`src/verilog/udc_pkg.sv`:
```
// Constants shared by the four-bit up/down counter block
package udc_pkg;

   localparam int unsigned COUNT_WIDTH = 4;
   localparam logic [3:0] COUNT_RESET = 4'h0;
   localparam logic [3:0] COUNT_MAX = 4'hf;
   localparam logic [3:0] COUNT_MIN = 4'h0;
   localparam logic [3:0] COUNT_STEP = 4'h1;
   // Count inputs idle high, so the edge history starts high
   localparam logic EDGE_IDLE = 1'b1;

endpackage

```
`src/verilog/udc_edge_detect.sv`:
```
// Rising edge detector for a group of synchronous level inputs
`timescale 1ns/10ps
module udc_edge_detect
#(
   parameter int unsigned WIDTH = 2
)
(
   input wire logic sys_clk,
   input wire logic rst_b,
   input wire logic [WIDTH-1:0] level,
   output logic [WIDTH-1:0] rise
);

   logic [WIDTH-1:0] last_q;
   logic [WIDTH-1:0] last_d;

   always_comb
   begin
      last_d = level;
   end

   always_ff @(posedge sys_clk or negedge rst_b)
   begin
      if (!rst_b)
      begin
         last_q <= {WIDTH{udc_pkg::EDGE_IDLE}};
      end
      else
      begin
         last_q <= last_d;
      end
   end

   assign rise = level & ~last_q;

endmodule

```
`src/verilog/udc_counter.sv`:
```
// Four-bit up/down counter with asynchronous load and clear, active-low carry and borrow
`timescale 1ns/10ps
module udc_counter
#(
   parameter int unsigned WIDTH = udc_pkg::COUNT_WIDTH
)
(
   input wire logic sys_clk,
   input wire logic rst_b,
   input wire logic count_up_clock,
   input wire logic count_down_clock,
   input wire logic parallel_load_n,
   input wire logic master_clear,
   input wire logic [WIDTH-1:0] preset_value,
   output logic [WIDTH-1:0] count_value,
   output logic carry_out_n,
   output logic borrow_out_n
);

   ////////////////////////////////////////////////////////////////////////////////
   // Edge detection of the two count inputs

   logic [1:0] rise;
   logic up_rise;
   logic down_rise;

   udc_edge_detect #(.WIDTH(2)) u_edge
   (
      .sys_clk(sys_clk),
      .rst_b(rst_b),
      .level({count_down_clock, count_up_clock}),
      .rise(rise)
   );

   assign up_rise = rise[0];
   assign down_rise = rise[1];

   ////////////////////////////////////////////////////////////////////////////////
   // Count register

   logic [WIDTH-1:0] count_q;
   logic [WIDTH-1:0] count_d;

   function automatic logic at_value(input logic [WIDTH-1:0] cnt, input logic [WIDTH-1:0] ref_v);
      at_value = (cnt == ref_v);
   endfunction

   always_comb
   begin
      count_d = count_q;
      if (master_clear)
      begin
         count_d = udc_pkg::COUNT_RESET;
      end
      else if (!parallel_load_n)
      begin
         count_d = preset_value;
      end
      else if (up_rise && count_down_clock)
      begin
         // Modulo add gives the wrap from fifteen to zero
         count_d = WIDTH'(count_q + udc_pkg::COUNT_STEP);
      end
      else if (down_rise && count_up_clock)
      begin
         count_d = WIDTH'(count_q - udc_pkg::COUNT_STEP);
      end
      // Both inputs rising together means both were low, which the driver must avoid;
      // the up branch then matches first, since the down input is high, so the count adds one.
   end

   always_ff @(posedge sys_clk or negedge rst_b)
   begin
      if (!rst_b)
      begin
         count_q <= udc_pkg::COUNT_RESET;
      end
      else
      begin
         count_q <= count_d;
      end
   end

   ////////////////////////////////////////////////////////////////////////////////
   // Outputs

   // Clear and load bypass the register so they act without waiting for a clock edge;
   // the trade is a combinational path from those pins to the count outputs.
   always_comb
   begin
      if (master_clear)
      begin
         count_value = udc_pkg::COUNT_RESET;
      end
      else if (!parallel_load_n)
      begin
         count_value = preset_value;
      end
      else
      begin
         count_value = count_q;
      end
   end

   // Plain decodes of the visible count and input level, no flip-flop in the path
   assign carry_out_n = !(at_value(count_value, udc_pkg::COUNT_MAX) && !count_up_clock);
   assign borrow_out_n = !(at_value(count_value, udc_pkg::COUNT_MIN) && !count_down_clock);

   logic idle_ctrl;
   assign idle_ctrl = !master_clear && parallel_load_n;
endmodule

```
`config.mk`:
```
export PLATFORM = sky130hd
export DESIGN_NAME = udc_counter
export DESIGN_NICKNAME = d
export VERILOG_FILES = /design/src/verilog/udc_pkg.sv /design/src/verilog/udc_edge_detect.sv /design/src/verilog/udc_counter.sv
export SDC_FILE = /design/constraint.sdc
export NUM_CORES = 1
export LEC_CHECK = 0
export BUFFER_PORTS_ARGS = -buffer_cell sky130_fd_sc_hd__buf_2
export CAP_MARGIN = 15
export CORE_UTILIZATION = 36
export CTS_BUF_LIST = sky130_fd_sc_hd__clkbuf_4 sky130_fd_sc_hd__clkbuf_8
export CTS_CLUSTER_DIAMETER = 30
export DETAILED_ROUTE_END_ITERATION = 10
export RECOVER_POWER = 25
export SKIP_CTS_REPAIR_TIMING = 1
export SYNTH_ARGS = -nofsm -noshare
export SYNTH_HDL_FRONTEND = slang
export SYNTH_SLANG_ARGS = --single-unit
```
`constraint.sdc`:
```
create_clock -name sys_clk -period 2 [get_ports sys_clk]
set_input_delay 0.1 -clock sys_clk [delete_from_list [all_inputs] [get_ports sys_clk]]
set_output_delay 0.1 -clock sys_clk [all_outputs]
set_load 0.1 [all_outputs]
```
== Word-level counts from Yosys, hierarchy flattened ==
Index checks and enable logic that the tools add are counted.
Widths: inputs -> output; s select.

* Register bits after elaboration: 6
* Latch bits: 0
* Bits in writable memories: 0
* Memory bits (read-only): 0
* Bits of input ports: 10
* Word-level logic and storage cells: 23
* Memories kept: 0

* Add/sub/neg operators: 2
* Multiply operators: 0
* Div/mod/pow operators: 0
* Magnitude comparators: 0
* Eq/ne operators: 2
* Shift operators: 0
* Mux-type cells: 6
* Bitwise logic cells: 2
* Reductions and logical operators: 9

{| class="wikitable"
|+ Operators with widths
! cell !! count
|-
| $mux 4 || 6
|-
| $add 4x1->4 const B || 1
|-
| $eq 4x4->1 const B || 1
|-
| $logic_and 1x1->1 || 4
|-
| $logic_not 1->1 || 4
|-
| $logic_not 4->1 || 1
|-
| $ne 4x1->1 const B || 1
|-
| $sub 4x1->4 const B || 1
|-
| $and 2x2->2 || 1
|-
| $not 2->2 || 1
|}

== Logic depth before layout (Yosys ltp) ==
* Depth in word-level cells: 7
* Mapped depth: 6

== By module ==
A second synthesis with hierarchy kept.

* Cells, all modules: 54
* Area total of the unflattened synthesis: 513.0 µm²

{| class="wikitable"
|+ By module, submodules not included
! module !! times used !! cells each !! area each (µm²)
|-
| udc_counter || 1 || 50 || 432.9
|-
| udc_edge_detect || 1 || 4 || 80.1
|}

== Worst setup path before layout ==
No wires, ideal clock.

* Path type: register to output
* Start: reg count_q[3]
* End: out borrow_out_n
* Data arrival time: 2.883 ns
* Required time: 1.900 ns
* Path slack: -0.983 ns
* Stages on the path, launching flop included: 4
* Path through: dfrtp_1 -> nand2_1 -> a21oi_1 -> or4_1

* Longest elaborated chain between the ends: 5

{| class="wikitable"
|+ RTL lines
! what !! RTL line !! source
|-
| start: declaration || udc_counter.sv:41 || <nowiki>logic [WIDTH-1:0] count_q;</nowiki>
|-
| start signal: assignment || udc_counter.sv:76 || <nowiki>count_q <= udc_pkg::COUNT_RESET;</nowiki>
|-
| start signal: assignment || udc_counter.sv:80 || <nowiki>count_q <= count_d;</nowiki>
|-
| $mux 4 || udc_counter.sv:95 || <nowiki>else if (!parallel_load_n)</nowiki>
|-
| $mux 4 || udc_counter.sv:91 || <nowiki>if (master_clear)</nowiki>
|-
| via count_value[3] || udc_counter.sv:15 || <nowiki>output logic [WIDTH-1:0] count_value,</nowiki>
|-
| $logic_not 4->1 || udc_counter.sv:45 || <nowiki>at_value = (cnt == ref_v);</nowiki>
|-
| $logic_and 1x1->1 || udc_counter.sv:107 || <nowiki>assign borrow_out_n = !(at_value(count_value, udc_pkg::COUNT_MIN) && !count_down_clock);</nowiki>
|-
| $logic_not 1->1 || udc_counter.sv:107 ||
|-
| end: declaration || udc_counter.sv:17 || <nowiki>output logic borrow_out_n</nowiki>
|}

The timed path passes the listed nets, and every way through them passes these cells.

== Final worst setup path ==
* Start: reg count_q[1]
* End: out borrow_out_n

* Longest elaborated chain between the ends: 5

{| class="wikitable"
|+ RTL lines
! what !! RTL line
|-
| $mux 4 || udc_counter.sv:95
|-
| $mux 4 || udc_counter.sv:91
|-
| $logic_not 4->1 || udc_counter.sv:45
|-
| $logic_and 1x1->1 || udc_counter.sv:107
|-
| $logic_not 1->1 || udc_counter.sv:107
|}

Every way passes these cells.

==> out/metrics.yaml <==
status:
  outcome: "complete, no violations"
sta:
  grt_setup_unrepaired: "false"
  clock_skew_ps: 15.5
  hold_violations: 0
  min_period_ps: 1840
  setup_violations: 0
  finalMaxSlewViolations: 0
  fmax_mhz: 542
  finalHoldWorstSlack_ps: 29.3
  relSlewSlack: 0.678
  tns_ps: 0
  fin_ws_ps: 155
  finalCritPeriodShare: 0.922
  worstMarginPinSlew_ps: 487
synth:
  ys_warn_count: 0
  synth_common_cells: "6 x a21oi_1, 5 x nand2_1, 5 x nor2_1, 4 x dfrtp_1"
  synthesis.area_um2: 508
  ys_ff_latch: 6
  yosysSeqAreaShare: 0.300
  asyncSetResetFlopFracSynth: 1.00
  ys_types: 28
  synth_top_area_share: 0.197
  synthTopCellsByArea: "dfrtp_1 20%, dfstp_2 10%, a21oi_1 5.9%"
  synth_area_leader_cell: "dfrtp_1"
  synthFlopType: "dfrtp_1"
  synth_edf_count: 0
  synth_cells: 54
  syn_area_per_cell_um2: 9.41
  synth.most_common_cell: "a21oi_1"
  synth_nets: 67
worst_setup_path:
  crit_cells: 4
  criticalPathCategory: "reg2out"
  worstRegToRegCells: 6
  path_delay_family: "flip-flops"
  crit_slowest_cell: "dfrtp_1"
  critPathMaxFanout: 4
  crit_required_ps: 1900
  cp_data_arrival_time_ps: 1740
  cp_num_buf_inv: 1
  worstSetupStartpointType: "flop"
  cp-end-kind: "primary output"
  cp_cell_sequence: "mux2i_2, a21oi_1, or4_1, buf_2"
  critPathMaxStageDelay_ps: 430
power:
  p_switching_mw: 0.170
  total_power_mw: 0.441
  p_leak_nw: 0.307
  p_seq_frac: 0.323
  switching_share: 0.385
  internal_power_mw: 0.271
  powerDensity_nw_per_um2: 657
  power.share.clock: 0.317
  vdd_ir_drop_max_mv: 0.375
  pwr-share-comb: 0.360
floorplanning:
  initial_core_util: 0.390
  die_area_um2: 1570
  die_w_um: 39.6
  fp-row-count: 13
  fp.dieH_um: 39.6
  ioPinCount: 16
  core_um2: 1300
grt:
  met2_usage: 0.242
  antenna_found_initial: 0
  met3_usage: 0.0341
  grt_pass1_wl_um: 1770
  busiest_layer: "met1"
  grt_usage: 0.174
  grt_use_met1: 0.264
  grt_remaining_overflow: 0
  grt_pass1_vias: 384
  grt_start_max_net_pins: 14
finish:
  final_util: 0.516
  num-nets-final: 87
  area_delta_synth_final_pct: 32.3
  diodes: 0
  drive_gt1_frac: 0.397
drt:
  drt-pass1-iter-count: 4
  vias: 473
  drtIter0Drc: 12
  wl_um: 1140
  ant_nets: 0
  route.detailed.drc: 0
  post_drt_via_cell_ratio: 5.38
  wl_per_cell_um: 12.9
job:
  maxCapViolations: 0
clock_tree:
  cts_tree: "done"
  cts_root_buf: "clkbuf_4"
  clk_pin_slew_ps: 60
  cts.path.max_buffers: 2
  cts_made_buffers: 3
  htree_levels: 1
  clkSinkCount: 6
  clk_latency_ps: 250
placement:
  post-dp-hpwl_um: 881
  pre_cts_ws_ps: 150
  gp_congestion: 0.726
  port_buffers: 15
hold_path:
  whs_path_depth: 1
  holdCritPathClass: "in2reg"
## sequential cells by signal, summed over array words and instances (netlist names)
signal         cells
count_q            4
u_edge.last_q      2
## worst reg2reg max path, cell delays in order, from the launching register on
cell       delay [ps]
dfstp_2           360
nand3b_2          270
ha_1              390
a21oi_1           190
nand2_1            80
a2111oi_0         360
nand2_1            90
## cell families after synthesis
| family | after synthesis | share of synthesized area |
|---|---|---|
| AND/OR/NAND/NOR | 22 | 0.278 |
| adder cells (fa/ha/maj) | 3 | 0.0887 |
| multiplexers | 3 | 0.0591 |
| buffers and inverters | 2 | 0.0320 |
| XOR/XNOR | 2 | 0.0345 |
| flip-flops | 6 | 0.300 |
| AO/OA/AOI/OAI | 16 | 0.207 |
## final cells by class
class | instances | area (um2)
multi-input combinational | 46 | 380
clock buffer | 4 | 30.0
timing repair buffer | 17 | 90.1
fill | 132 | 629
sequential | 6 | 153
tap | 15 | 18.8
## placed cells by master, fill, tap and decap left out, types with 2 or more instances in the layout
| cell | synthesis | layout |
|---|---|---|
| a2111oi_0 | 2 | 2 |
| a211oi_1 | 3 | 3 |
| a21oi_1 | 6 | 4 |
| a21oi_4 | 0 | 2 |
| buf_2 | 1 | 13 |
| clkbuf_1 | 0 | 2 |
| clkbuf_4 | 0 | 4 |
| dfrtp_1 | 4 | 4 |
| dfstp_2 | 2 | 2 |
| ha_1 | 2 | 2 |
| mux2i_1 | 3 | 2 |
| nand2_1 | 5 | 5 |
| nand2b_1 | 2 | 2 |
| nand3_1 | 2 | 2 |
| nor2_1 | 5 | 3 |
| nor2_4 | 0 | 2 |
| xor2_1 | 2 | 2 |
## metrics by stage
step                area (um2)  cells
global placement           631     83
detailed placement         631     83
floorplan                  546     54
global route               672     88
finish                     672     88
CTS                        661     87
## worst paths after layout
check,from,end,slack [ps]
min reg2reg,count_q[3],count_q[3],650
min in group asynchronous,rst_b,count_q[1],260
max in group asynchronous,rst_b,u_edge.last_q[0],1430
min,count_up_clock,u_edge.last_q[0],30
max reg2reg,u_edge.last_q[0],count_q[3],160
max,count_q[1],borrow_out_n,160
## power groups by stage
stage                     clock network, mW  logic, mW  registers [mW]
after floorplan                           0      0.123           0.142
after global placement                    0      0.156           0.144
after detailed placement                  0      0.155           0.144
after CTS                             0.145      0.156           0.142
after global routing                  0.149      0.170           0.144
final                                 0.140      0.159           0.142
## metal layers
metal,routed length (um),vias up
li1,-,242
met1,585,222
met2,520,9
met3,32,0
met4,0,0
met5,0,-
No activity file was read; power rests on OpenSTA's default activity.
